==> src/logic/pmc_pkg.sv <==
// Purpose: Shared constants and types for the power-mode controller
// Assumes: Single 125 MHz clock, synchronous active-low reset
// Notes: Mode and clock-source encodings are local to this block
package pmc_pkg;
  localparam int unsigned PMC_NUM_PINS = 8;
  localparam int unsigned PMC_CLK_MHZ = 125;
  // Clock frequencies, main and medium in kHz, slow ones in Hz, as figures for the clock selection outputs
  localparam int unsigned PMC_MAIN_CLK_KHZ = 48000;
  localparam int unsigned PMC_MED_CLK_KHZ = 2000;
  localparam int unsigned PMC_LF_XTAL_HZ = 32768;
  localparam int unsigned PMC_LF_RC_HZ = 32800;
  // Settle time for power domains before a wake from standby completes
  localparam int unsigned PMC_SETTLE_NS = 200;
  localparam int unsigned PMC_SETTLE_CYC = (PMC_SETTLE_NS * PMC_CLK_MHZ + 999) / 1000;
  localparam logic [4:0] PMC_SETTLE_INIT = 5'(PMC_SETTLE_CYC);

  typedef enum logic [2:0] {
    PMC_ACTIVE   = 3'h0,
    PMC_IDLE     = 3'h1,
    PMC_STANDBY  = 3'h2,
    PMC_SHUTDOWN = 3'h3,
    PMC_WAKING   = 3'h4
  } pmc_mode_e;

  // Software request codes
  localparam logic [1:0] PMC_REQ_IDLE = 2'h1;
  localparam logic [1:0] PMC_REQ_STANDBY = 2'h2;
  localparam logic [1:0] PMC_REQ_SHUTDOWN = 2'h3;

  // Main clock sources
  localparam logic PMC_HF_RC = 1'b0;
  localparam logic PMC_HF_XTAL = 1'b1;
  // Low-frequency clock sources
  localparam logic [1:0] PMC_LF_RC = 2'h0;
  localparam logic [1:0] PMC_LF_XTAL = 2'h1;
  localparam logic [1:0] PMC_LF_PIN = 2'h2;

  // Reset cause codes
  localparam logic [1:0] PMC_RC_POR = 2'h0;
  localparam logic [1:0] PMC_RC_PIN = 2'h1;
  localparam logic [1:0] PMC_RC_SHUTDOWN_WAKE = 2'h2;
  localparam logic [1:0] PMC_RC_INIT = PMC_RC_POR;
endpackage

==> src/logic/pmc_ctrl.sv <==
// Purpose: Power-mode and system clock controller
// Assumes: Mode requests come from processor software as one-cycle pulses
// Notes: Domain enables are levels; a clock or power gate sits outside
`timescale 1ns/1ps
// Summary of operation
// - Active mode clocks processor and every enabled peripheral.
// - Idle gates processor core and memory clocks, peripherals stay clocked.
// - Any interrupt while idle returns to active.
// - Standby powers only the always-on and sensor domains.
// - Standby exits only on pin, real-time-clock or sensor processor event.
// - Standby keeps retained peripheral state; processor resumes where it stopped.
// - All general pins held latched throughout standby.
// - Shutdown switches everything off; pins keep pre-shutdown values.
// - Enabled shutdown pin level change wakes device as a reset.
// - Last reset cause distinguishes shutdown wake, reset pin, power-on.
// - Across shutdown only latched pins and nonvolatile memory persist.
// - Main clock is 48 MHz from fast RC or fast crystal.
// - Radio allowed only with main clock from fast crystal.
// - Medium clock is 2 MHz from medium RC, feeds sensor and power logic.
// - Low-frequency clock from slow RC, slow crystal or a pin.
// - Low-frequency clock may go out on a pin for RC or crystal.
// - Low-frequency clock drives real-time clock and radio timer resync.
// - Sensor processor runs its peripherals alone; processor may also control them.
module pmc_ctrl
  import pmc_pkg::*;
(
  input wire logic clk,
  input wire logic rst_n,
  input wire logic por_event,
  input wire logic reset_pin_event,
  input wire logic mode_req_valid,
  input wire logic [1:0] mode_req,
  input wire logic cpu_irq,
  input wire logic wake_pin_event,
  input wire logic rtc_event,
  input wire logic sensor_event,
  input wire logic [PMC_NUM_PINS-1:0] pin_out_live,
  input wire logic [PMC_NUM_PINS-1:0] pin_in,
  input wire logic [PMC_NUM_PINS-1:0] shutdown_wake_en,
  input wire logic main_clk_src_sel,
  input wire logic xtal_hf_ready,
  input wire logic [1:0] lf_clk_src_sel,
  input wire logic lf_clk_out_req,
  input wire logic radio_req,
  input wire logic sensor_owns_periph,
  input wire logic cpu_periph_req,
  output logic [2:0] power_mode,
  output logic cpu_clk_en,
  output logic mem_clk_en,
  output logic periph_clk_en,
  output logic main_domain_pwr,
  output logic always_on_domain_pwr,
  output logic sensor_pwr,
  output logic retain_en,
  output logic resume_ctx,
  output logic pin_hold,
  output logic [PMC_NUM_PINS-1:0] pin_out,
  output logic wake_reset,
  output logic [1:0] reset_cause,
  output logic main_system_clock_en,
  output logic main_clk_from_xtal,
  output logic medium_speed_clock_en,
  output logic low_frequency_clock_en,
  output logic [1:0] low_frequency_clock_src,
  output logic lf_clk_out_en,
  output logic rtc_clk_en,
  output logic radio_timer_resync,
  output logic radio_en,
  output logic periph_owner_cpu
);
  pmc_mode_e mode_q, mode_d;
  pmc_mode_e target_q, target_d;
  logic [4:0] settle_q, settle_d;
  logic [1:0] cause_q, cause_d;
  logic wake_rst_q, wake_rst_d;
  logic resume_q, resume_d;
  logic resync_q, resync_d;
  logic hold_q, hold_d;
  logic main_src_q, main_src_d;
  logic [1:0] lf_src_q, lf_src_d;
  logic pin_wake_hit;
  logic [PMC_NUM_PINS-1:0] pin_held;
  logic out_cpu_clk_d, out_mem_clk_d, out_periph_clk_d, out_main_pwr_d;
  logic out_sensor_pwr_d, out_retain_d, out_mf_d, out_lf_d, out_lfo_d;
  logic out_radio_d, out_owner_d, out_hf_d;
  logic out_cpu_clk_q, out_mem_clk_q, out_periph_clk_q, out_main_pwr_q;
  logic out_sensor_pwr_q, out_retain_q, out_mf_q, out_lf_q, out_lfo_q;
  logic out_radio_q, out_owner_q, out_hf_q, out_aon_q, out_aon_d;
  logic [PMC_NUM_PINS-1:0] pin_out_q;

  // Pin latch and shutdown wake detector
  pmc_pin_latch u_pin_latch (
    .clk(clk),
    .rst_n(rst_n),
    .hold(hold_q),
    .arm(mode_q == PMC_SHUTDOWN),
    .pin_out_live(pin_out_live),
    .pin_in(pin_in),
    .wake_pin_en(shutdown_wake_en),
    .pin_out_held(pin_held),
    .wake_hit(pin_wake_hit)
  );

  // Mode sequencer
  // Requests count only while active; elsewhere they drop with no sign
  always_comb begin
    mode_d = mode_q;
    target_d = target_q;
    settle_d = (settle_q != 5'h00) ? settle_q - 5'h01 : settle_q;
    wake_rst_d = 1'b0;
    resume_d = 1'b0;
    resync_d = 1'b0;
    hold_d = hold_q;
    case (mode_q)
      PMC_ACTIVE: begin
        hold_d = 1'b0;
        if (mode_req_valid) begin
          case (mode_req)
            PMC_REQ_IDLE: mode_d = PMC_IDLE;
            PMC_REQ_STANDBY: begin
              mode_d = PMC_STANDBY;
              hold_d = 1'b1;
              resync_d = 1'b1;
            end
            PMC_REQ_SHUTDOWN: begin
              mode_d = PMC_SHUTDOWN;
              hold_d = 1'b1;
            end
            // Code 0 is no request at all
            default: mode_d = PMC_ACTIVE;
          endcase
        end
      end
      PMC_IDLE: begin
        // Only an interrupt ends idle; requests are ignored here
        if (cpu_irq) begin
          mode_d = PMC_ACTIVE;
        end
      end
      PMC_STANDBY: begin
        hold_d = 1'b1;
        // An interrupt alone does not end standby
        if (wake_pin_event || rtc_event || sensor_event) begin
          mode_d = PMC_WAKING;
          target_d = PMC_ACTIVE;
          settle_d = PMC_SETTLE_INIT;
        end
      end
      PMC_WAKING: begin
        // Domains get the settle span before the processor is let go
        hold_d = 1'b1;
        if (settle_q == 5'h00) begin
          mode_d = target_q;
          hold_d = 1'b0;
          resume_d = 1'b1;
          resync_d = 1'b1;
        end
      end
      PMC_SHUTDOWN: begin
        // Only pin edges wake from here; it restarts as a reset
        if (pin_wake_hit) begin
          wake_rst_d = 1'b1;
          mode_d = PMC_ACTIVE;
          hold_d = 1'b0;
        end
      end
      default: mode_d = PMC_ACTIVE;
    endcase
  end

  // Reset cause: later events in same cycle override earlier ones
  always_comb begin
    cause_d = cause_q;
    if (wake_rst_q) begin
      cause_d = PMC_RC_SHUTDOWN_WAKE;
    end
    if (reset_pin_event) begin
      cause_d = PMC_RC_PIN;
    end
    if (por_event) begin
      cause_d = PMC_RC_POR;
    end
  end

  // Clock source selection applies only while fully active, not in idle
  always_comb begin
    main_src_d = main_src_q;
    lf_src_d = lf_src_q;
    if (mode_q == PMC_ACTIVE) begin
      // Crystal chosen only once it is ready, else stay on RC
      main_src_d = (main_clk_src_sel == PMC_HF_XTAL && xtal_hf_ready) ? PMC_HF_XTAL
                   : PMC_HF_RC;
      if (lf_clk_src_sel <= PMC_LF_PIN) begin
        lf_src_d = lf_clk_src_sel;
      end
    end
    // A shutdown wake restarts like a reset, so the old selection is dropped
    if (wake_rst_q) begin
      main_src_d = PMC_HF_RC;
      lf_src_d = PMC_LF_RC;
    end
  end

  // Domain and clock enables per mode
  always_comb begin
    out_cpu_clk_d = 1'b0;
    out_mem_clk_d = 1'b0;
    out_periph_clk_d = 1'b0;
    out_main_pwr_d = 1'b0;
    out_sensor_pwr_d = 1'b0;
    out_retain_d = 1'b0;
    out_hf_d = 1'b0;
    out_mf_d = 1'b0;
    out_lf_d = 1'b0;
    out_aon_d = 1'b0;
    case (mode_d)
      PMC_ACTIVE: begin
        out_cpu_clk_d = 1'b1;
        out_mem_clk_d = 1'b1;
        out_periph_clk_d = 1'b1;
        out_main_pwr_d = 1'b1;
        out_sensor_pwr_d = 1'b1;
        out_hf_d = 1'b1;
        out_mf_d = 1'b1;
        out_lf_d = 1'b1;
        out_aon_d = 1'b1;
      end
      PMC_IDLE: begin
        out_periph_clk_d = 1'b1;
        out_main_pwr_d = 1'b1;
        out_sensor_pwr_d = 1'b1;
        out_hf_d = 1'b1;
        out_mf_d = 1'b1;
        out_lf_d = 1'b1;
        out_aon_d = 1'b1;
      end
      PMC_STANDBY, PMC_WAKING: begin
        out_aon_d = 1'b1;
        out_sensor_pwr_d = 1'b1;
        out_retain_d = 1'b1;
        out_mf_d = 1'b1;
        out_lf_d = 1'b1;
      end
      default: begin
        // Shutdown: nothing on, retention off too
        out_aon_d = 1'b0;
      end
    endcase
    // Clock out only from RC or crystal, never a pin-sourced clock
    out_lfo_d = lf_clk_out_req && out_lf_d && (lf_src_d != PMC_LF_PIN);
    // The RC is too coarse to time the radio, so the crystal is required
    out_radio_d = radio_req && out_hf_d && (main_src_d == PMC_HF_XTAL);
    // Sensor runs its peripherals alone; the processor may take them
    out_owner_d = cpu_periph_req || !sensor_owns_periph;
  end

  // State registers
  // The cause register is not reset by a shutdown wake; it records the wake instead
  always_ff @(posedge clk) begin
    if (!rst_n) begin
      mode_q <= PMC_ACTIVE;
      target_q <= PMC_ACTIVE;
      settle_q <= 5'h00;
      cause_q <= PMC_RC_INIT;
      wake_rst_q <= 1'b0;
      resume_q <= 1'b0;
      resync_q <= 1'b0;
      hold_q <= 1'b0;
      main_src_q <= PMC_HF_RC;
      lf_src_q <= PMC_LF_RC;
    end else begin
      mode_q <= mode_d;
      target_q <= target_d;
      settle_q <= settle_d;
      cause_q <= cause_d;
      wake_rst_q <= wake_rst_d;
      resume_q <= resume_d;
      resync_q <= resync_d;
      hold_q <= hold_d;
      main_src_q <= main_src_d;
      lf_src_q <= lf_src_d;
    end
  end

  // Output registers
  // Reset values are the active-mode ones, so nothing drops out after reset
  always_ff @(posedge clk) begin
    if (!rst_n) begin
      out_cpu_clk_q <= 1'b1;
      out_mem_clk_q <= 1'b1;
      out_periph_clk_q <= 1'b1;
      out_main_pwr_q <= 1'b1;
      out_sensor_pwr_q <= 1'b1;
      out_retain_q <= 1'b0;
      out_hf_q <= 1'b1;
      out_mf_q <= 1'b1;
      out_lf_q <= 1'b1;
      out_aon_q <= 1'b1;
      out_lfo_q <= 1'b0;
      out_radio_q <= 1'b0;
      out_owner_q <= 1'b1;
      pin_out_q <= '0;
    end else begin
      out_cpu_clk_q <= out_cpu_clk_d;
      out_mem_clk_q <= out_mem_clk_d;
      out_periph_clk_q <= out_periph_clk_d;
      out_main_pwr_q <= out_main_pwr_d;
      out_sensor_pwr_q <= out_sensor_pwr_d;
      out_retain_q <= out_retain_d;
      out_hf_q <= out_hf_d;
      out_mf_q <= out_mf_d;
      out_lf_q <= out_lf_d;
      out_aon_q <= out_aon_d;
      out_lfo_q <= out_lfo_d;
      out_radio_q <= out_radio_d;
      out_owner_q <= out_owner_d;
      pin_out_q <= pin_held;
    end
  end

  // Ports come straight from the registers above
  assign power_mode = mode_q;
  assign cpu_clk_en = out_cpu_clk_q;
  assign mem_clk_en = out_mem_clk_q;
  assign periph_clk_en = out_periph_clk_q;
  assign main_domain_pwr = out_main_pwr_q;
  assign always_on_domain_pwr = out_aon_q;
  assign sensor_pwr = out_sensor_pwr_q;
  assign retain_en = out_retain_q;
  assign resume_ctx = resume_q;
  assign pin_hold = hold_q;
  assign pin_out = pin_out_q;
  assign wake_reset = wake_rst_q;
  assign reset_cause = cause_q;
  assign main_system_clock_en = out_hf_q;
  assign main_clk_from_xtal = main_src_q;
  assign medium_speed_clock_en = out_mf_q;
  assign low_frequency_clock_en = out_lf_q;
  assign low_frequency_clock_src = lf_src_q;
  assign lf_clk_out_en = out_lfo_q;
  assign rtc_clk_en = out_lf_q;
  assign radio_timer_resync = resync_q;
  assign radio_en = out_radio_q;
  assign periph_owner_cpu = out_owner_q;
endmodule

==> src/logic/pmc_pin_latch.sv <==
// Purpose: Per-pin output latch and shutdown wake detector
// Assumes: Pin inputs synchronous to clk
// Notes: Latched value survives shutdown; only pin states are held
`timescale 1ns/1ps
module pmc_pin_latch
  import pmc_pkg::*;
(
  input wire logic clk,
  input wire logic rst_n,
  input wire logic hold,
  input wire logic arm,
  input wire logic [PMC_NUM_PINS-1:0] pin_out_live,
  input wire logic [PMC_NUM_PINS-1:0] pin_in,
  input wire logic [PMC_NUM_PINS-1:0] wake_pin_en,
  output logic [PMC_NUM_PINS-1:0] pin_out_held,
  output logic wake_hit
);
  logic [PMC_NUM_PINS-1:0] held_q, held_d;
  logic [PMC_NUM_PINS-1:0] ref_q, ref_d;
  logic [PMC_NUM_PINS-1:0] hit;

  genvar i;
  generate
    for (i = 0; i < PMC_NUM_PINS; i++) begin : g_pin
      // Track live value until hold, then freeze
      always_comb begin
        held_d[i] = hold ? held_q[i] : pin_out_live[i];
        ref_d[i] = arm ? ref_q[i] : pin_in[i];
        hit[i] = arm && wake_pin_en[i] && (pin_in[i] != ref_q[i]);
      end
    end
  endgenerate

  assign pin_out_held = held_q;
  assign wake_hit = |hit;

  // Latch is not cleared by the wake reset itself: hold decides
  always_ff @(posedge clk) begin
    if (!rst_n) begin
      held_q <= '0;
      ref_q <= '0;
    end else begin
      held_q <= held_d;
      ref_q <= ref_d;
    end
  end
endmodule

==> config.mk <==
export PLATFORM = sky130hd
export DESIGN_NAME = pmc_ctrl
export DESIGN_NICKNAME = d
export VERILOG_FILES = /design/src/logic/pmc_pkg.sv /design/src/logic/pmc_ctrl.sv /design/src/logic/pmc_pin_latch.sv
export SDC_FILE = /design/constraint.sdc
export NUM_CORES = 1
export LEC_CHECK = 0
export CORE_UTILIZATION = 35
export DETAILED_ROUTE_END_ITERATION = 10
export DONT_BUFFER_PORTS = 1
export HOLD_SLACK_MARGIN = 0.02
export PLACE_DENSITY = 0.56
export SETUP_SLACK_MARGIN = 0.3
export SLEW_MARGIN = 20
export SYNTH_ARGS = -nofsm -noshare
export SYNTH_HDL_FRONTEND = slang
export SYNTH_SLANG_ARGS = --single-unit
==> constraint.sdc <==
create_clock -name clk -period 2 [get_ports clk]
set_clock_uncertainty 0.2 [all_clocks]
set_input_delay 0.2 -clock clk [delete_from_list [all_inputs] [get_ports clk]]
set_output_delay 0.2 -clock clk [all_outputs]
set_load 0.05 [all_outputs]
# Word-level counts from Yosys, hierarchy flattened
# Index checks and enable logic that the tools add are counted.
[op_classes]
add_sub_neg = 1
n_lt_le_gt_ge = 1
n_eq_ne = 20
mux = 32
bitwise = 1
reduce_logical = 41
[op_table]
columns = ["op", "n"]
rows = [
  ["$logic_and 1x1->1", 21],
  ["$mux 1", 17],
  ["$mux 3", 5],
  ["$mux 5", 3],
  ["$pmux 3 s5", 1],
  ["$eq 3x2->1 const B", 3],
  ["$ne 1x1->1", 8],
  ["$reduce_or 2->1", 4],
  ["$reduce_or 8->1", 1],
  ["$eq 3x1->1 const B", 2],
  ["$eq 3x3->1 const B", 2],
  ["$logic_not 3->1", 2],
  ["$mux 2", 3],
  ["$pmux 2 s3", 1],
  ["$reduce_and 2->1", 3],
  ["$logic_not 5->1", 1],
  ["$reduce_bool 5->1", 1],
  ["$sub 5x1->5 const B", 1],
  ["$eq 2x2->1 const B", 2],
  ["$ne 2x2->1 const B", 2],
  ["$pmux 1 s4", 1],
  ["$reduce_bool 4->1", 1],
  ["$reduce_or 4->1", 1],
  ["$logic_or 1x1->1", 3],
  ["7 further kinds", 7],
]
[word_totals]
ff_bits = 48
input_bits = 43
output_inout_bits = 34
wordCells = 116

# Logic depth before layout (Yosys ltp)
[logic_depth]
depth_word = 11
ltp_mapped = 7
ltp_nobuf = 7

# By module
# From an unflattened synthesis, not the netlist that was laid out.
[unflattened]
cells_unflattened = 200
area_unflattened_um2 = 2000.7
[modules_own_cells]
columns = ["module", "instances", "cells_per_inst", "area_per_inst_um2", "seq_area_each_um2"]
rows = [
  ["pmc_ctrl", 1, 135, 1288.7, 640.6],
  ["pmc_pin_latch", 1, 65, 711.9, 320.3],
]

# Worst setup path after synthesis
# No wires, ideal clock.
[synth_path]
path_kind = "reg2reg"
start = "register mode_q[0] (netlist: power_mode[0])"
end = "register out_mem_clk_q (netlist: mem_clk_en)"
setup_time_ps = 125
t_arrival_ps = 1670
path_slack_ps = 5
stages_incl_launch_ff = 6
n_path_buf = 1
synth_period_minus_slack_ps = 1995
path_cell_list = "dfxtp_1 buf_4 mux2_2 nor3_1 o21a_1 nor2_1"
[synth_between]
elab_chain_cells = 8
[synth_rtl]
columns = ["element", "line_no", "source"]
rows = [
  ["from (decl)", "pmc_ctrl.sv:71", "pmc_mode_e mode_q, mode_d;"],
  ["from (signal assigned)", "pmc_ctrl.sv:272", "mode_q <= mode_d;"],
  ["$eq 3x2->1", "pmc_ctrl.sv:96, pmc_ctrl.sv:114", ""],
  ["$logic_and 1x1->1 (2 in a row)", "pmc_pin_latch.sv:29", "hit[i] = arm && wake_pin_en[i] && (pin_in[i] != ref_q[i]);"],
  ["$reduce_or 8->1", "pmc_pin_latch.sv:35", "assign wake_hit = |hit;"],
  ["$mux 3", "pmc_ctrl.sv:161", "if (pin_wake_hit) begin"],
  ["$pmux 3 s5 (*)", "pmc_ctrl.sv:114", "case (mode_q)"],
  ["$logic_not 3->1 (*)", "pmc_ctrl.sv:216", "case (mode_d)"],
  ["$mux 1 (*)", "pmc_ctrl.sv:216", ""],
  ["to (signal assigned)", "pmc_ctrl.sv:305", "out_mem_clk_q <= out_mem_clk_d;"],
  ["to (decl)", "pmc_ctrl.sv:86", "logic out_cpu_clk_q, out_mem_clk_q, out_periph_clk_q, out_main_pwr_q;"],
]
# Every way passes the cells marked *; elsewhere a longest branch is shown, timed or not.
# A chain may end at the register's enable or synchronous reset.

# Worst setup path after layout
[layout_path]
start = "register settle_q[0]"
end = "register hold_q (netlist: pin_hold)"
[layout_between]
elab_chain_cells = 3
[layout_rtl]
columns = ["element", "line_no", "source"]
rows = [
  ["from (decl)", "pmc_ctrl.sv:73", "logic [4:0] settle_q, settle_d;"],
  ["from (signal assigned)", "pmc_ctrl.sv:274", "settle_q <= settle_d;"],
  ["$logic_not 5->1", "pmc_ctrl.sv:152", "if (settle_q == 5'h00) begin"],
  ["$mux 1", "pmc_ctrl.sv:152", ""],
  ["$pmux 1 s4", "pmc_ctrl.sv:114", ""],
  ["to (signal assigned)", "pmc_ctrl.sv:279", "hold_q <= hold_d;"],
  ["to (decl)", "pmc_ctrl.sv:78", "logic hold_q, hold_d;"],
]
# No other way between the ends.

==> out/summary.log <==
INFO  worst_setup_path crit_path_max_fanout=4
INFO  worst_setup_path worst_setup_path_start_kind=register
INFO  status         run_status=finished with violations
INFO  layout         antenna_cells=0
INFO  route          drt-wirelength-per-cell=13.7µm
INFO  logic_synthesis post_synthesis_instance_total=217
INFO  sta            finalMaxSlewViolations=0
INFO  logic_synthesis synth_seq_cells=48
INFO  clock_tree     worstSkewPairLatency=0.29ns
INFO  power          powerDensity=966mW/mm²
INFO  global_route   grt_max_degree=23
INFO  sta            final_min_period_over_clock_period=87.9%
INFO  route          detail_route.vias_per_cell=4.92
INFO  route          detail-route-antenna-nets=0
INFO  sta            timing.final.crit_period=1.76ns
INFO  power          report.power.total=2.50mW
INFO  power          vdd.ir_drop.worst=0.000443V
INFO  worst_setup_path worstReg2RegEnd=pin_hold
INFO  logic_synthesis synthDistinctLibCells=36
INFO  placement      gp_congestion=0.757
INFO  clock_tree     cts-hold-fix-buffers=35
INFO  logic_synthesis asyncSetResetFlopFracSynth=0%
INFO  sta            tightestPinTransition=0.592ns
INFO  logic_synthesis synth.top_cells.by_area=dfxtp_1 49%, a21oi_1 5.6%, nand2_1 5.6%
INFO  layout         design.final.nets=304
INFO  route          dr_total_vias=1624
INFO  logic_synthesis synth_area=0.00196mm²
INFO  global_route   grtUsageTotal=16.1%
INFO  global_route   global_route_overflow=0
INFO  die            rows=26
INFO  sta            hold_slack=-0.197ns
INFO  clock_tree     numCtsBuffers=5
INFO  worst_setup_path cp_data_required_time=2.00ns
INFO  layout         area.growth.synth_to_final=32.2%
INFO  logic_synthesis ys_dominant_reg_cell=dfxtp_1
INFO  route          firstDrtPassIters=4
INFO  worst_setup_path setup.worst_path.class=reg -> reg
INFO  worst_setup_path timing.critical_path.to=pin_hold
INFO  status         violations=hold timing
INFO  worst_setup_path worstReg2RegStart=settle_q[0]
INFO  worst_setup_path critPathLaunch=settle_q[0]
INFO  clock_tree     cts.sink_count=48
INFO  worst_setup_path reg2reg_depth=6
INFO  placement      dpl.hpwl=2.97mm
INFO  sta            hold_violations=13
INFO  logic_synthesis library_cell_with_the_highest_instance_count_after_synthesis=dfxtp_1
INFO  sta            grt_setup_unrepaired=yes
INFO  logic_synthesis ys.warnings.count=0
INFO  logic_synthesis synth.net_count=262
INFO  global_route   antenna_found_initial=0
INFO  logic_synthesis synth_sequential_area_ratio=49.1%
INFO  clock_tree     clockBufferDepth=2
INFO  layout         fraction_of_layout_instances_using_a_drive_strength_above_1=20.8%
INFO  clock_tree     cts.clk_slew.worst_paths=0.09ns
INFO  sta            maxSlewHeadroom=60.0%
INFO  die            initial_utilization=37.3%
INFO  logic_synthesis synth_top_area_share=49.1%
INFO  logic_synthesis ys_top_cells_by_count=48 x dfxtp_1, 29 x nand2_1, 23 x nor2_1, 22 x a21oi_1, 11 x nor3_1
INFO  die            design.portCount=77
INFO  logic_synthesis synth-edff-count=0
INFO  sta            totalNegativeSetupSlack=0ns
INFO  clock_tree     cts-root-buf=clkbuf_8
INFO  min_path       worst_hold_check_path_type=in -> reg
INFO  route          number_of_drc_markers_after_the_initial_detailed_route_iteration=59
INFO  logic_synthesis netlist.top_cell.by_area=dfxtp_1
INFO  route          totalWireLength=4.53mm
INFO  route          drc=0
INFO  worst_setup_path r2r_slack=0.24ns
INFO  global_route   first_pass_grt_wire_length=7.27mm
INFO  power          power.static_leakage=1.09nW
INFO  global_route   grt_pass1_vias=1557
INFO  die            die-area=0.00589mm²
INFO  die            die_w=76.8µm
INFO  worst_setup_path critPathCaptureType=register
INFO  worst_setup_path cp.arrival=1.75ns
INFO  clock_tree     cts_tree=yes
INFO  sta            fmax=0.569GHz
INFO  die            core_region_area=0.00524mm²
INFO  sta            setup_violations=0
INFO  job            drv.max_cap_violation_count=0
INFO  placement      port_buffers=0
INFO  logic_synthesis synth_area_per_cell=9.01µm²
INFO  clock_tree     cts.htree.levels=2
INFO  die            floorplan.die.height=76.8µm
==> critical path, stage by stage, from the launching register on <==
cell and delay [ns]:
dfxtp_2 0.33, inv_2 0.08, ha_4 0.13, or4b_4 0.51
a21oi_2 0.17, nor4_2 0.05, a41o_1 0.19
==> layout make-up <==
| class | instances | area, µm² |
|---|---|---|
| clock buffers | 5 | 68.8 |
| multi-input cells | 148 | 940 |
| clock inverters | 3 | 18.8 |
| inverters | 5 | 18.8 |
| flip-flops and latches | 48 | 972 |
| repair buffers | 51 | 480 |
| well taps | 70 | 87.6 |
| fillers | 500 | 2650 |
==> power by group <==
| part | leakage [nW] | total, mW | switching, mW | internal, mW |
|---|---|---|---|---|
| combinational | 0.646 | 0.727 | 0.376 | 0.351 |
| clock | 0.0479 | 0.560 | 0.316 | 0.244 |
| sequential | 0.398 | 1.21 | 0.149 | 1.06 |
==> sequential cells by signal (all words and copies together) (netlist names) <==
register / flops
retain_en: 1
wake_reset: 1
radio_timer_resync: 1
pin_hold: 1
main_system_clock_en: 1
reset_cause: 2
mem_clk_en: 1
low_frequency_clock_src: 2
always_on_domain_pwr: 1
u_pin_latch.pin_out_held: 8
u_pin_latch.ref_q: 8
main_clk_from_xtal: 1
settle_q: 5
radio_en: 1
periph_owner_cpu: 1
power_mode: 3
lf_clk_out_en: 1
pin_out: 8
resume_ctx: 1
==> metrics by stage <==
| step | cells | utilization [%] | area (µm²) | hold slack [ns] | setup slack [ns] |
|---|---|---|---|---|---|
| after floorplan | 217 | - | 1980 | 0.0789 | 0.287 |
| after global placement | 284 | 39.9 | 2090 | 0.0850 | 0.270 |
| after detailed placement | 284 | 39.9 | 2090 | 0.0850 | 0.235 |
| after CTS | 331 | 49.0 | 2560 | -0.208 | 0.244 |
| after global routing | 330 | 49.4 | 2590 | -0.230 | 0.205 |
| final | 330 | 49.4 | 2590 | -0.197 | 0.242 |
==> cells in the final DEF (no fill, tap or decap), types with 2 or more instances in the layout <==
cell type       n
mux2i_1         8
dfxtp_2         6
inv_2           2
xor2_1          9
or2_2           4
xnor2_1         2
a21oi_2         2
nand3_1         2
a211oi_1        2
nor2_1         20
dfxtp_1        41
a22oi_1         4
and2_1          9
inv_1           3
a21oi_1        20
dlygate4sd3_1  34
clkbuf_8        5
nand2_1        29
clkinv_2        2
nand2b_1        3
buf_4          16
nor2_2          3
nor3_1         10
==> kinds of logic (layout without fill, tap and decap cells) <==
kind of cell             after synthesis  in the layout  synth area share, %
AND/OR/NAND/NOR                       92             92                 23.5
buffers and inverters                 21             64                 5.76
multiplexers                           9              9                 4.67
flip-flops                            48             48                 49.1
adder cells (fa/ha/maj)                2              2                 1.28
AO/OA/AOI/OAI                         34             34                 10.7
XOR/XNOR                              11             11                 4.93
==> metal layers <==
| layer | track usage (%) | vias up | wire length (µm) |
|---|---|---|---|
| li1 | - | 801 | - |
| met1 | 17.9 | 759 | 1950 |
| met2 | 28.0 | 62 | 2240 |
| met3 | 6.31 | 2 | 317 |
| met4 | 4.62 | 0 | 21 |
| met5 | 0 | - | 0 |
==> worst min-delay path by stage <==
stage	start	to	cells after the start
floorplan	reset_pin_event	reset_cause[1]	1
global placement	sensor_owns_periph	periph_owner_cpu	1
detailed placement	reset_pin_event	reset_cause[1]	1
CTS	rst_n	main_system_clock_en	1
global route	rst_n	main_system_clock_en	1
finish	rst_n	main_system_clock_en	1
==> repair_timing <==
item,in CTS,in global routing
gates resized for setup,3,9
endpoints found under the hold margin,43,14
pin swaps,3,3
setup buffers,4,0
setup endpoints to repair,5,13
No activity file was read; power rests on OpenSTA's default activity.
